<file path="src/rtl/sfbr_defines.vh">
`ifndef SFBR_DEFINES_VH
`define SFBR_DEFINES_VH

// register byte offsets
`define SFBR_CLK_CTRL_OFF      8'h00
`define SFBR_SYNC_CFG_OFF      8'h04
`define SFBR_READ_ADDR_OFF     8'h08
`define SFBR_COMMAND_OFF       8'h0C
`define SFBR_STATUS_OFF        8'h10
`define SFBR_READ_DATA_OFF     8'h14

// field positions
`define SFBR_HALF_SEL_BIT      0
`define SFBR_QUARTER_SEL_BIT   1
`define SFBR_LAT_FIELD_LSB     0
`define SFBR_LAT_FIELD_MSB     3
`define SFBR_BURST_FIELD_LSB   4
`define SFBR_BURST_FIELD_MSB   6
`define SFBR_START_BIT         0

// reset values
`define SFBR_CLK_CTRL_RST      2'h0
`define SFBR_LAT_FIELD_RST     4'h4
`define SFBR_BURST_FIELD_RST   3'h7
`define SFBR_READ_ADDR_RST     26'h0000000

// division ratio codes
`define SFBR_RATIO_1           2'h0
`define SFBR_RATIO_2           2'h1
`define SFBR_RATIO_4           2'h2

// address-valid pulse width in memory clocks per ratio
`define SFBR_ADV_CYC_1         5'h01
`define SFBR_ADV_CYC_2         5'h03
`define SFBR_ADV_CYC_4         5'h07

// output-enable release to chip-select release in memory clocks
`define SFBR_CEH_CYC_1         5'h04
`define SFBR_CEH_CYC_2         5'h08
`define SFBR_CEH_CYC_4         5'h10

// latency field to code: field minus this offset (0100 gives 3)
`define SFBR_LAT_OFFSET        4'h1
`define SFBR_LAT_MIN           4'h1

// axi responses
`define SFBR_RESP_OKAY         2'h0
`define SFBR_RESP_SLVERR       2'h2

`endif

</file>
<file path="src/rtl/sfbr_clkdiv.v">
`timescale 1ns/10ps
`include "sfbr_defines.vh"
module sfbr_clkdiv (
	// clock and reset
	input  wire       aclk,
	input  wire       aresetn,
	// ratio select
	input  wire [1:0] ratio,
	// flash clock and its rising-edge enable
	output wire       flash_clock_out,
	output wire       rise_en
);
	reg [1:0] phase_reg;
	reg [1:0] phase_next;

	// divide by 1 passes the memory clock straight through; the others come from a flop
	always @* begin
		case (ratio)
			`SFBR_RATIO_2: phase_next = {1'b0, ~phase_reg[0]};
			`SFBR_RATIO_4: phase_next = phase_reg + 2'h1;
			default:       phase_next = 2'h0;
		endcase
	end

	always @(posedge aclk) begin
		if (!aresetn)
			phase_reg <= 2'h0;
		else
			phase_reg <= phase_next;
	end

	assign flash_clock_out = (ratio == `SFBR_RATIO_1) ? aclk :
		(ratio == `SFBR_RATIO_2) ? phase_reg[0] : phase_reg[1];
	// high in the memory cycle that starts with a flash clock rise
	assign rise_en = (ratio == `SFBR_RATIO_1) ? 1'b1 :
		(ratio == `SFBR_RATIO_2) ? phase_reg[0] : (phase_reg == 2'h2);
endmodule // sfbr_clkdiv

</file>
<file path="src/rtl/sfbr_fifo.v">
`timescale 1ns/10ps
module sfbr_fifo #(
	parameter WIDTH = 32,
	parameter DEPTH = 8,
	parameter AW    = 3
) (
	// clock and reset
	input  wire             aclk,
	input  wire             aresetn,
	// fill side
	input  wire             in_valid,
	output wire             in_ready,
	input  wire [WIDTH-1:0] in_data,
	// drain side
	output wire             out_valid,
	input  wire             out_ready,
	output wire [WIDTH-1:0] out_data,
	// fill level
	output wire [AW:0]      level
);
	reg [WIDTH-1:0] mem_reg [0:DEPTH-1];
	reg [AW-1:0]    wr_ptr_reg;
	reg [AW-1:0]    rd_ptr_reg;
	reg [AW:0]      count_reg;
	wire            push;
	wire            pop;

	assign in_ready  = (count_reg != DEPTH[AW:0]);
	assign out_valid = (count_reg != {(AW+1){1'b0}});
	assign push      = in_valid && in_ready;
	assign pop       = out_valid && out_ready;
	assign out_data  = mem_reg[rd_ptr_reg];
	assign level     = count_reg;

	always @(posedge aclk) begin
		if (push)
			mem_reg[wr_ptr_reg] <= in_data;
	end

	always @(posedge aclk) begin
		if (!aresetn) begin
			wr_ptr_reg <= {AW{1'b0}};
			rd_ptr_reg <= {AW{1'b0}};
			count_reg  <= {(AW+1){1'b0}};
		end else begin
			if (push)
				wr_ptr_reg <= (wr_ptr_reg == DEPTH[AW-1:0] - 1'b1) ? {AW{1'b0}} : wr_ptr_reg + 1'b1;
			if (pop)
				rd_ptr_reg <= (rd_ptr_reg == DEPTH[AW-1:0] - 1'b1) ? {AW{1'b0}} : rd_ptr_reg + 1'b1;
			if (push && !pop)
				count_reg <= count_reg + 1'b1;
			else if (pop && !push)
				count_reg <= count_reg - 1'b1;
		end
	end
endmodule // sfbr_fifo

</file>
<file path="src/rtl/sfbr_top.v">
// Contract
// flash clock is the memory clock divided by 1, 2 or 4.
// ratio 1 with no select bits, 2 with half only, 4 whenever quarter set.
// column strobe serves as address valid, low 1, 3 or 7 memory clocks.
// latency code comes from the software latency field in sync config.
// latency field value 0100 means a code of three flash clocks.
// data is captured on the flash edge the code selects after address valid.
// software picks the code from flash delays over the clock period, rounded up.
// remaining burst words captured on successive flash edges, then oe and cs released.
`timescale 1ns/10ps
`include "sfbr_defines.vh"
module sfbr_top (
	// clock and reset
	input  wire        aclk,
	input  wire        aresetn,
	// axi4-lite write address
	input  wire [7:0]  s_axi_awaddr,
	input  wire [2:0]  s_axi_awprot,
	input  wire        s_axi_awvalid,
	output wire        s_axi_awready,
	// axi4-lite write data
	input  wire [31:0] s_axi_wdata,
	input  wire [3:0]  s_axi_wstrb,
	input  wire        s_axi_wvalid,
	output wire        s_axi_wready,
	// axi4-lite write response
	output wire [1:0]  s_axi_bresp,
	output wire        s_axi_bvalid,
	input  wire        s_axi_bready,
	// axi4-lite read address
	input  wire [7:0]  s_axi_araddr,
	input  wire [2:0]  s_axi_arprot,
	input  wire        s_axi_arvalid,
	output wire        s_axi_arready,
	// axi4-lite read data
	output wire [31:0] s_axi_rdata,
	output wire [1:0]  s_axi_rresp,
	output wire        s_axi_rvalid,
	input  wire        s_axi_rready,
	// flash pins
	output wire        flash_clock_out,
	output wire [25:0] flash_addr,
	output wire        chip_select_n,
	output wire        column_strobe_n,
	output wire        output_enable_n,
	input  wire [31:0] flash_data_in
);
	////////////////////////////////////////////////////////////////////////////////
	localparam S_IDLE  = 3'h0;
	localparam S_SETUP = 3'h1;
	localparam S_ADV   = 3'h2;
	localparam S_WAIT  = 3'h3;
	localparam S_HOLD  = 3'h4;

	function [31:0] merge_bytes;
		input [31:0] old_val;
		input [31:0] new_val;
		input [3:0]  strb;
		integer i;
		begin
			for (i = 0; i < 4; i = i + 1)
				merge_bytes[i*8 +: 8] = strb[i] ? new_val[i*8 +: 8] : old_val[i*8 +: 8];
		end
	endfunction

	// per-ratio figure picker: one, two, four
	function [4:0] by_ratio;
		input [1:0] r;
		input [4:0] v1;
		input [4:0] v2;
		input [4:0] v4;
		begin
			case (r)
				`SFBR_RATIO_2: by_ratio = v2;
				`SFBR_RATIO_4: by_ratio = v4;
				default:       by_ratio = v1;
			endcase
		end
	endfunction

	////////////////////////////////////////////////////////////////////////////////
	// registers
	reg [1:0]  clk_ctrl_reg;
	reg [3:0]  lat_field_reg;
	reg [2:0]  burst_field_reg;
	reg [25:0] read_addr_reg;
	reg        start_pend_reg;
	// axi state
	reg        aw_full_reg;
	reg [7:0]  aw_addr_reg;
	reg        w_full_reg;
	reg [31:0] w_data_reg;
	reg [3:0]  w_strb_reg;
	reg        bvalid_reg;
	reg [1:0]  bresp_reg;
	reg        rvalid_reg;
	reg [31:0] rdata_reg;
	reg [1:0]  rresp_reg;
	// sequencer
	reg [2:0]  state_reg;
	reg [4:0]  cnt_reg;
	reg [3:0]  edge_reg;
	reg [3:0]  beat_reg;
	reg [1:0]  run_ratio_reg;
	reg [3:0]  run_code_reg;
	reg [3:0]  run_len_reg;
	reg        cs_n_reg;
	reg        adv_n_reg;
	reg        oe_n_reg;
	reg [1:2]  cap_d_reg;
	reg [31:0] din_s1_reg;
	reg [31:0] din_s2_reg;

	wire [1:0]  ratio;
	wire        rise_en;
	wire [3:0]  latency_code;
	wire [3:0]  burst_len;
	wire        do_write;
	wire        ar_hs;
	wire        pop_data;
	wire        fifo_in_ready;
	wire        fifo_out_valid;
	wire [31:0] fifo_out_data;
	wire [3:0]  fifo_level;
	wire        cap_now;
	wire        cap_late;
	wire        cap_edge;
	wire [31:0] wr_word;
	wire [31:0] merged_word;

	////////////////////////////////////////////////////////////////////////////////
	assign ratio = clk_ctrl_reg[`SFBR_QUARTER_SEL_BIT] ? `SFBR_RATIO_4 :
		(clk_ctrl_reg[`SFBR_HALF_SEL_BIT] ? `SFBR_RATIO_2 : `SFBR_RATIO_1);

	// field 0100 gives code 3; the lowest fields clamp to one flash clock
	assign latency_code = (lat_field_reg > `SFBR_LAT_OFFSET) ?
		lat_field_reg - `SFBR_LAT_OFFSET : `SFBR_LAT_MIN;
	assign burst_len = {1'b0, burst_field_reg} + 4'h1;

	sfbr_clkdiv u_clkdiv (
		.aclk            (aclk),
		.aresetn         (aresetn),
		.ratio           (ratio),
		.flash_clock_out (flash_clock_out),
		.rise_en         (rise_en)
	);

	////////////////////////////////////////////////////////////////////////////////
	// write channel: address and data taken in either order, response after both
	assign s_axi_awready = !aw_full_reg && !bvalid_reg;
	assign s_axi_wready  = !w_full_reg && !bvalid_reg;
	assign s_axi_bvalid  = bvalid_reg;
	assign s_axi_bresp   = bresp_reg;
	assign do_write      = aw_full_reg && w_full_reg && !bvalid_reg;
	assign wr_word       = (aw_addr_reg == `SFBR_CLK_CTRL_OFF) ? {30'h00000000, clk_ctrl_reg} :
		(aw_addr_reg == `SFBR_SYNC_CFG_OFF) ? {25'h0000000, burst_field_reg, lat_field_reg} :
		{6'h00, read_addr_reg};
	assign merged_word   = merge_bytes(wr_word, w_data_reg, w_strb_reg);

	always @(posedge aclk) begin
		if (!aresetn) begin
			aw_full_reg     <= 1'b0;
			aw_addr_reg     <= 8'h00;
			w_full_reg      <= 1'b0;
			w_data_reg      <= 32'h00000000;
			w_strb_reg      <= 4'h0;
			bvalid_reg      <= 1'b0;
			bresp_reg       <= `SFBR_RESP_OKAY;
			clk_ctrl_reg    <= `SFBR_CLK_CTRL_RST;
			lat_field_reg   <= `SFBR_LAT_FIELD_RST;
			burst_field_reg <= `SFBR_BURST_FIELD_RST;
			read_addr_reg   <= `SFBR_READ_ADDR_RST;
		end else begin
			if (s_axi_awvalid && s_axi_awready) begin
				aw_full_reg <= 1'b1;
				aw_addr_reg <= {s_axi_awaddr[7:2], 2'h0};
			end
			if (s_axi_wvalid && s_axi_wready) begin
				w_full_reg <= 1'b1;
				w_data_reg <= s_axi_wdata;
				w_strb_reg <= s_axi_wstrb;
			end
			if (s_axi_bvalid && s_axi_bready)
				bvalid_reg <= 1'b0;
			if (do_write) begin
				aw_full_reg <= 1'b0;
				w_full_reg  <= 1'b0;
				bvalid_reg  <= 1'b1;
				bresp_reg   <= `SFBR_RESP_OKAY;
				case (aw_addr_reg)
					`SFBR_CLK_CTRL_OFF:
						clk_ctrl_reg <= merged_word[1:0];
					`SFBR_SYNC_CFG_OFF: begin
						lat_field_reg   <= w_strb_reg[0] ?
							w_data_reg[`SFBR_LAT_FIELD_MSB:`SFBR_LAT_FIELD_LSB] : lat_field_reg;
						burst_field_reg <= w_strb_reg[0] ?
							w_data_reg[`SFBR_BURST_FIELD_MSB:`SFBR_BURST_FIELD_LSB] : burst_field_reg;
					end
					`SFBR_READ_ADDR_OFF:
						read_addr_reg <= merged_word[25:0];
					`SFBR_COMMAND_OFF: ;
					default:
						bresp_reg <= `SFBR_RESP_SLVERR;
				endcase
			end
		end
	end

	////////////////////////////////////////////////////////////////////////////////
	// read channel: answer one cycle after the address; reading data pops the fifo
	assign s_axi_arready = !rvalid_reg;
	assign s_axi_rvalid  = rvalid_reg;
	assign s_axi_rdata   = rdata_reg;
	assign s_axi_rresp   = rresp_reg;
	assign ar_hs         = s_axi_arvalid && s_axi_arready;
	assign pop_data      = ar_hs && ({s_axi_araddr[7:2], 2'h0} == `SFBR_READ_DATA_OFF);

	always @(posedge aclk) begin
		if (!aresetn) begin
			rvalid_reg <= 1'b0;
			rdata_reg  <= 32'h00000000;
			rresp_reg  <= `SFBR_RESP_OKAY;
		end else begin
			if (s_axi_rvalid && s_axi_rready)
				rvalid_reg <= 1'b0;
			if (ar_hs) begin
				rvalid_reg <= 1'b1;
				rresp_reg  <= `SFBR_RESP_OKAY;
				case ({s_axi_araddr[7:2], 2'h0})
					`SFBR_CLK_CTRL_OFF:  rdata_reg <= {30'h00000000, clk_ctrl_reg};
					`SFBR_SYNC_CFG_OFF:  rdata_reg <= {25'h0000000, burst_field_reg, lat_field_reg};
					`SFBR_READ_ADDR_OFF: rdata_reg <= {6'h00, read_addr_reg};
					`SFBR_COMMAND_OFF:   rdata_reg <= 32'h00000000;
					`SFBR_STATUS_OFF:    rdata_reg <= {24'h000000, fifo_level, 1'b0,
						start_pend_reg, fifo_out_valid, (state_reg != S_IDLE)};
					`SFBR_READ_DATA_OFF: rdata_reg <= fifo_out_valid ? fifo_out_data : 32'h00000000;
					default: begin
						rdata_reg <= 32'h00000000;
						rresp_reg <= `SFBR_RESP_SLVERR;
					end
				endcase
			end
		end
	end

	////////////////////////////////////////////////////////////////////////////////
	// read data pins pass two flops before use, so capture is delayed to match
	always @(posedge aclk) begin
		if (!aresetn) begin
			din_s1_reg <= 32'h00000000;
			din_s2_reg <= 32'h00000000;
		end else begin
			din_s1_reg <= flash_data_in;
			din_s2_reg <= din_s1_reg;
		end
	end

	// at ratio 1 the deciding edge is itself a flash rise, so the flash only sees
	// address valid one rise later and every beat is taken one memory clock later
	assign cap_late = (run_ratio_reg == `SFBR_RATIO_1);
	assign cap_edge = cap_late ? (edge_reg >= run_code_reg) :
		(edge_reg + 4'h1 >= run_code_reg);
	assign cap_now = (state_reg == S_ADV || state_reg == S_WAIT) && rise_en &&
		cap_edge && (beat_reg < run_len_reg);

	// a burst only starts into an empty fifo, so capture never meets a full one
	sfbr_fifo #(
		.WIDTH (32),
		.DEPTH (8),
		.AW    (3)
	) u_fifo (
		.aclk      (aclk),
		.aresetn   (aresetn),
		.in_valid  (cap_d_reg[2]),
		.in_ready  (fifo_in_ready),
		.in_data   (din_s2_reg),
		.out_valid (fifo_out_valid),
		.out_ready (pop_data),
		.out_data  (fifo_out_data),
		.level     (fifo_level)
	);

	////////////////////////////////////////////////////////////////////////////////
	// sequencer; burst counts use the ratio frozen at launch, the divider does not, so software should not change it mid-read
	always @(posedge aclk) begin
		if (!aresetn) begin
			state_reg      <= S_IDLE;
			cnt_reg        <= 5'h00;
			edge_reg       <= 4'h0;
			beat_reg       <= 4'h0;
			run_ratio_reg  <= `SFBR_RATIO_1;
			run_code_reg   <= `SFBR_LAT_MIN;
			run_len_reg    <= 4'h1;
			cs_n_reg       <= 1'b1;
			adv_n_reg      <= 1'b1;
			oe_n_reg       <= 1'b1;
			cap_d_reg      <= 2'h0;
			start_pend_reg <= 1'b0;
		end else begin
			cap_d_reg <= {cap_now && fifo_in_ready, cap_d_reg[1]};
			if (cap_now) begin
				beat_reg <= beat_reg + 4'h1;
			end
			if (rise_en && edge_reg != 4'hF)
				edge_reg <= edge_reg + 4'h1;
			case (state_reg)
				S_IDLE: begin
					if (start_pend_reg && fifo_level == 4'h0) begin
						start_pend_reg <= 1'b0;
						run_ratio_reg  <= ratio;
						run_code_reg   <= latency_code;
						run_len_reg    <= burst_len;
						cs_n_reg       <= 1'b0;
						beat_reg       <= 4'h0;
						state_reg      <= S_SETUP;
					end
				end
				S_SETUP: begin
					// address and chip select lead address valid by at least one cycle
					if (rise_en) begin
						adv_n_reg <= 1'b0;
						edge_reg  <= 4'h0;
						cnt_reg   <= by_ratio(run_ratio_reg, `SFBR_ADV_CYC_1,
							`SFBR_ADV_CYC_2, `SFBR_ADV_CYC_4) - 5'h01;
						state_reg <= S_ADV;
					end
				end
				S_ADV: begin
					if (cnt_reg == 5'h00) begin
						adv_n_reg <= 1'b1;
						oe_n_reg  <= 1'b0;
						state_reg <= S_WAIT;
					end else
						cnt_reg <= cnt_reg - 5'h01;
				end
				S_WAIT: begin
					if (beat_reg == run_len_reg || (cap_now && beat_reg + 4'h1 == run_len_reg)) begin
						oe_n_reg  <= 1'b1;
						cnt_reg   <= by_ratio(run_ratio_reg, `SFBR_CEH_CYC_1,
							`SFBR_CEH_CYC_2, `SFBR_CEH_CYC_4) - 5'h01;
						state_reg <= S_HOLD;
					end
				end
				S_HOLD: begin
					if (cnt_reg == 5'h00) begin
						cs_n_reg  <= 1'b1;
						state_reg <= S_IDLE;
					end else
						cnt_reg <= cnt_reg - 5'h01;
				end
				default: state_reg <= S_IDLE;
			endcase
			// set wins over the clear taken when the burst is launched
			if (do_write && aw_addr_reg == `SFBR_COMMAND_OFF && w_strb_reg[0] &&
				w_data_reg[`SFBR_START_BIT])
				start_pend_reg <= 1'b1;
		end
	end

	assign flash_addr      = read_addr_reg;
	assign chip_select_n   = cs_n_reg;
	assign column_strobe_n = adv_n_reg;
	assign output_enable_n = oe_n_reg;
endmodule // sfbr_top

</file>
<file path="config.mk">
export PLATFORM = sky130hd
export DESIGN_NAME = sfbr_top
export DESIGN_NICKNAME = d
export VERILOG_FILES = /design/src/rtl/sfbr_clkdiv.v /design/src/rtl/sfbr_fifo.v /design/src/rtl/sfbr_top.v
export VERILOG_INCLUDE_DIRS = /design/src /design/src/rtl
export SDC_FILE = /design/constraint.sdc
export NUM_CORES = 1
export LEC_CHECK = 0
export BUFFER_PORTS_ARGS = -buffer_cell sky130_fd_sc_hd__buf_2
export CAP_MARGIN = 20
export CORE_UTILIZATION = 50
export DETAILED_ROUTE_END_ITERATION = 12
export PLACE_DENSITY_LB_ADDON = 0.2
export SLEW_MARGIN = 40
export SYNTH_ARGS = -nofsm -noshare
export SYNTH_HDL_FRONTEND = slang
export SYNTH_HIERARCHICAL = 1
export SYNTH_SLANG_ARGS = --single-unit
</file>
<file path="constraint.sdc">
create_clock -name aclk -period 13.45 [get_ports aclk]
set_input_delay 0 -clock aclk [delete_from_list [all_inputs] [get_ports aclk]]
set_output_delay 0 -clock aclk [all_outputs]
set_load 0.005 [all_outputs]
</file>
# Word-level counts from Yosys, hierarchy flattened
# Memory sizes are Yosys's and may differ from the RTL's. A register that Yosys moved wholly into a read port is not among the register bits.
# Index checks and enable logic that the tools add are counted.
[totals]
register_bits = 219
word_cells = 221
ram_bits = 256
output_inout_bits = 71
mem_count = 1
[memory_table]
columns = ["name", "words", "word_bits", "rd", "rd_clocked_by_memory_dff", "wr", "line", "source"]
rows = [
  ["u_fifo.mem_reg", 8, 32, 1, 1, 1, "sfbr_fifo.v:21", "reg [WIDTH-1:0] mem_reg [0:DEPTH-1];"],
]
[classes]
n_bitwise = 2
add_sub_neg = 12
eq_ne = 29
n_lt_le_gt_ge = 4
mux = 65
reduce_logical = 72
[ops]
columns = ["operator", "n"]
rows = [
  ["32-bit one-hot mux with 5 select lines", 1],
  ["26-bit two-way mux", 2],
  ["5-bit two-way mux", 9],
  ["4-bit two-way mux", 9],
  ["32-bit two-way mux", 1],
  ["3-bit two-way mux", 9],
  ["6-bit by 2-bit equality test with 1-bit output, second input constant", 4],
  ["1-bit logical AND", 24],
  ["8-bit two-way mux", 3],
  ["3-bit AND reduction", 8],
  ["1-bit two-way mux", 19],
  ["3-bit nonzero test", 6],
  ["2-bit nonzero test", 8],
  ["3-bit one-hot mux with 5 select lines", 1],
  ["5-bit one-hot mux with 3 select lines", 1],
  ["5-bit by 1-bit subtractor with 5-bit output, second input constant", 3],
  ["4-bit by 1-bit adder with 4-bit output, second input constant", 3],
  ["6-bit by 1-bit equality test with 1-bit output, second input constant", 2],
  ["6-bit by 3-bit equality test with 1-bit output, second input constant", 2],
  ["5-bit one-hot mux with 2 select lines", 1],
  ["3-bit equality test, second input constant", 3],
  ["4-bit equality test", 2],
  ["4-bit >= comparator", 2],
  ["8-bit logical NOT", 1],
  ["other kinds (32)", 60],
]

# Logic depth before layout (Yosys ltp)
[depth]
depth_word = 16
depth_mapped = 13

# Modules after synthesis
# Netlist, hierarchy kept.
[modules_own_cells]
columns = ["module", "area_each_um2", "cells_per_inst", "seq_area_each_um2", "instances"]
rows = [
  ["sfbr_fifo", 10442.5, 445, 7947.6, 1],
  ["sfbr_top", 8050.2, 912, 4103.9, 1],
  ["sfbr_clkdiv", 153.9, 18, 40.0, 1],
]

==> results_tabular.tex <==
\begin{tabular}{lr}
\hline
Metric & Value \\
\hline
\multicolumn{2}{l}{\textbf{Die}} \\
\quad Starting utilization of the core area & 50.93\% \\
\quad DIE AREA & 38,070 um\^{}2 \\
\quad Die span in y & 195.1 um \\
\quad Core Box Area & 36,610 um\^{}2 \\
\quad DIE WIDTH & 195.1 um \\
\quad I/O Pins & 168 \\
\quad Number of core rows & 70 \\
\multicolumn{2}{l}{\textbf{Worst setup path}} \\
\quad Kind of launch point of the worst setup path & clock port \\
\quad Peak fanout along the critical path & 2 \\
\quad Category of the most critical setup path & clock port to primary output \\
\quad Highest-delay cell along the critical path & clkbuf\_16 \\
\quad CP arrival & 7.18 ns \\
\quad Slowest stage delay, CP & 0.12 ns \\
\quad Worst Path Buf+Inv & 3 \\
\quad Endpoint of the worst register-to-register path & s\_axi\_rdata[3] \\
\quad Endpoint required time on the critical path & 13.45 ns \\
\quad Worst-case reg-to-reg path depth & 6 \\
\quad Flop-to-flop setup slack & 10.13 ns \\
\quad Cell breakdown of the critical path & clkbuf\_16 > clkbuf\_16 > nand2\_1 > o21ai\_1 > buf\_2 \\
\quad Kind of cell adding the most delay to the critical path & buffers and inverters \\
\quad Most repeated library cell on the critical path & clkbuf\_16 \\
\quad CP endpoint kind & primary output \\
\multicolumn{2}{l}{\textbf{Flow run}} \\
\quad Count of max-cap constraint violations & 0 \\
\multicolumn{2}{l}{\textbf{Synth}} \\
\quad Share of flip-flops with an asynchronous set or reset after synthesis & 0\% \\
\quad Sequential fraction of the synthesis area & 64.85\% \\
\quad Register bit total from synthesis & 476 \\
\quad Netlist area before placement & 18,650 um\^{}2 \\
\quad Primary flip-flop cell chosen by synthesis mapping & edfxtp\_1 \\
\quad Library cells used by synthesis & 72 \\
\quad Total of warnings raised by yosys & 6 \\
\quad Number of enable-type register cells in the synthesized netlist & 256 \\
\quad Post-Syn Area per Cell & 13.56 um\^{}2 \\
\quad Post-synthesis instance total & 1,375 \\
\multicolumn{2}{l}{\textbf{Place}} \\
\quad RePlAce Congestion & 0.8743 \\
\quad Detailed placer's ending HPWL & 23,350 um \\
\quad Count of buffers inserted at the top-level ports & 149 \\
\quad Total cell area at the placement stage & 19,820 um\^{}2 \\
\quad Placement Setup Slack & 6.529 ns \\
\multicolumn{2}{l}{\textbf{Detailed routing}} \\
\quad Routed wire per std cell & 18.65 um \\
\quad Wl on met1 & 18,420 um \\
\quad WL met3 & 2247 um \\
\quad DR pass1 iterations & 5 \\
\quad Routed vias/inst & 5.440 \\
\quad DR vias & 11,718 \\
\quad Met2 WL post-DR & 18,780 um \\
\quad Highest metal layer with signal wires & met4 \\
\quad DRC violations left & 0 \\
\quad Count of antenna-violating nets left after detailed routing & 0 \\
\quad Routed wire length & 40,170 um \\
\quad DRC violation total after the first TritonRoute iteration & 755 \\
\multicolumn{2}{l}{\textbf{Finish}} \\
\quad Ratio of cells with drive above 1 in the final layout & 19.57\% \\
\quad Ant diodes & 0 \\
\quad Final Instance Area & 22,800 um\^{}2 \\
\quad Number of nets in the layout & 1,776 \\
\quad Largest register FFs & 256 \\
\quad Most common cell after layout, fill and taps aside & edfxtp\_1 \\
\quad Filler instances & 2,754 \\
\quad Most frequent cells in the layout & 256 x edfxtp\_1, 218 x dfxtp\_1, 177 x nand2\_1, 148 x buf\_2, 126 x dlygate4sd3\_1 \\
\quad Area growth from synthesis to layout & 22.26\% \\
\multicolumn{2}{l}{\textbf{Min path}} \\
\quad Capture endpoint of the worst hold path & w\_data\_reg[22] \\
\quad Path class of the lowest-slack min-delay path & input port to flop \\
\quad Hold wc startpoint & s\_axi\_wvalid \\
\quad Hold depth & 4 \\
\multicolumn{2}{l}{\textbf{Timing}} \\
\quad Worst-case setup margin in the final layout & 6.267 ns \\
\quad Hold slack final & 0.04433 ns \\
\quad Setup repair after global routing missed its margin & no \\
\quad Setup TNS & 0 ns \\
\quad Worst-margin pin slew & 0.7792 ns \\
\quad Slew Viols, Final & 0 \\
\quad Finish-stage setup viols & 0 \\
\quad Hold violation count in the final report & 0 \\
\quad Skew final & 0.01478 ns \\
\quad Worst rel slew slack & 48.06\% \\
\multicolumn{2}{l}{\textbf{Global route}} \\
\quad Number of global-route vias before repair & 11,565 \\
\quad First-pass GRT wire length & 63,360 um \\
\quad Total GRT Usage & 21.39\% \\
\quad Overflow left after global routing & 0 \\
\quad Maximum number of pins on one net before global-route repair & 106 \\
\quad Antenna violations before repair & 0 \\
\multicolumn{2}{l}{\textbf{Power and ir drop}} \\
\quad Internal cell power & 2470 uW \\
\quad Cell area power density & 136.9 nW/um\^{}2 \\
\quad Clk network pwr share & 45.2\% \\
\quad Register share of total power & 50.4\% \\
\quad Switching Share & 20.84\% \\
\quad Fraction of power consumed by combinational cells & 4.4\% \\
\quad Psw & 650.6 uW \\
\quad Max IR drop VDD & 0.09464 mV \\
\quad Static Leakage & 0.008212 uW \\
\multicolumn{2}{l}{\textbf{Clocking}} \\
\quad Buffers inserted during post-CTS setup optimization & 0 \\
\quad CTS tree & built \\
\quad Post-cts hold buffer count & 126 \\
\quad Cts repair resizes & 0 \\
\quad Clock insertion delay at the later pin of the skew report & 0.68 ns \\
\quad Clock input transition at the sequential cells of the worst setup and hold paths & 0.06 ns \\
\multicolumn{2}{l}{\textbf{Status}} \\
\quad Outcome & complete, no violations \\
\hline
\end{tabular}
==> tightest hold or removal path: cells and delay by family <==
kind	cells	cell delay, ns
AND/OR/NAND/NOR	2	0.53
buffers and inverters	1	0.09
AO/OA/AOI/OAI	1	0.05
==> Yosys cell counts, types with 26 or more instances <==
master | count | area [um^2]
edfxtp_1 | 256 | 7687
dfxtp_1 | 220 | 4404
nand2_1 | 178 | 668.1
a21oi_1 | 80 | 400.4
and2_1 | 73 | 456.7
nor2_1 | 63 | 236.5
nand3_1 | 59 | 295.3
clkbuf_1 | 50 | 187.7
mux4_1 | 40 | 1051
mux2_2 | 33 | 371.6
ha_1 | 32 | 400.4
mux2i_1 | 26 | 260.3
==> through the flow <==
stage                     instances  total power (uW)  util [%]
after floorplan                1376              1673         -
after global placement         1932              1712     53.98
after detailed placement       1934              1716     54.13
after CTS                      2154              3149     62.27
after global routing           2154              3225     62.27
final                          2154              3121     62.27
==> layout make-up <==
cell class | count | area (um^2) | area share, %
Clock buffer | 72 | 1408 | 6.174
Clock inverter | 23 | 317.8 | 1.394
Inverter | 24 | 91.34 | 0.4006
Multi-Input combinational cell | 800 | 6132 | 26.90
Sequential cell | 476 | 12100 | 53.07
Tap cell | 468 | 585.6 | 2.568
Timing Repair Buffer | 291 | 2165 | 9.495
==> layer usage <==
metal	vias up	track usage, %
li1	5618	-
met1	5723	29.83
met2	324	34.52
met3	53	3.454
met4	0	6.591
met5	-	0
==> power by group through the flow <==
stage / Combinational [uW] / Clock (uW) / Sequential [uW]
floorplan: 76.2 / 3.08 / 1590
global placement: 105 / 5.51 / 1600
detailed placement: 107 / 5.51 / 1600
CTS: 137 / 1440 / 1570
global route: 153 / 1500 / 1580
finish: 138 / 1410 / 1570
==> worst max path at each step <==
stage | start | end | slack [ns] | depth (start not counted)
2_1_floorplan | aclk | flash_clock_out | 6.63 | 2
5_1_grt | aclk | flash_clock_out | 6.25 | 5
3_3_place_gp | aclk | flash_clock_out | 6.53 | 3
3_5_place_dp | aclk | flash_clock_out | 6.53 | 3
4_1_cts | aclk | flash_clock_out | 6.26 | 5
6_report | aclk | flash_clock_out | 6.27 | 5
==> cells by family (layout without fill, tap and decap cells) <==
kind of cell | Yosys count | after routing | synth area share [%]
muxes | 123 | 123 | 11.92
and+or+nand+nor | 441 | 441 | 11.49
adders and majority gates | 33 | 33 | 2.255
buffers and inverters | 100 | 410 | 2.516
AOI/OAI and AO/OA | 185 | 185 | 6.200
other | 1 | 2 | 0.02011
DFF | 476 | 476 | 64.85
xor gates and xnor gates | 16 | 16 | 0.7515
Power figures use the tool's default switching activity.
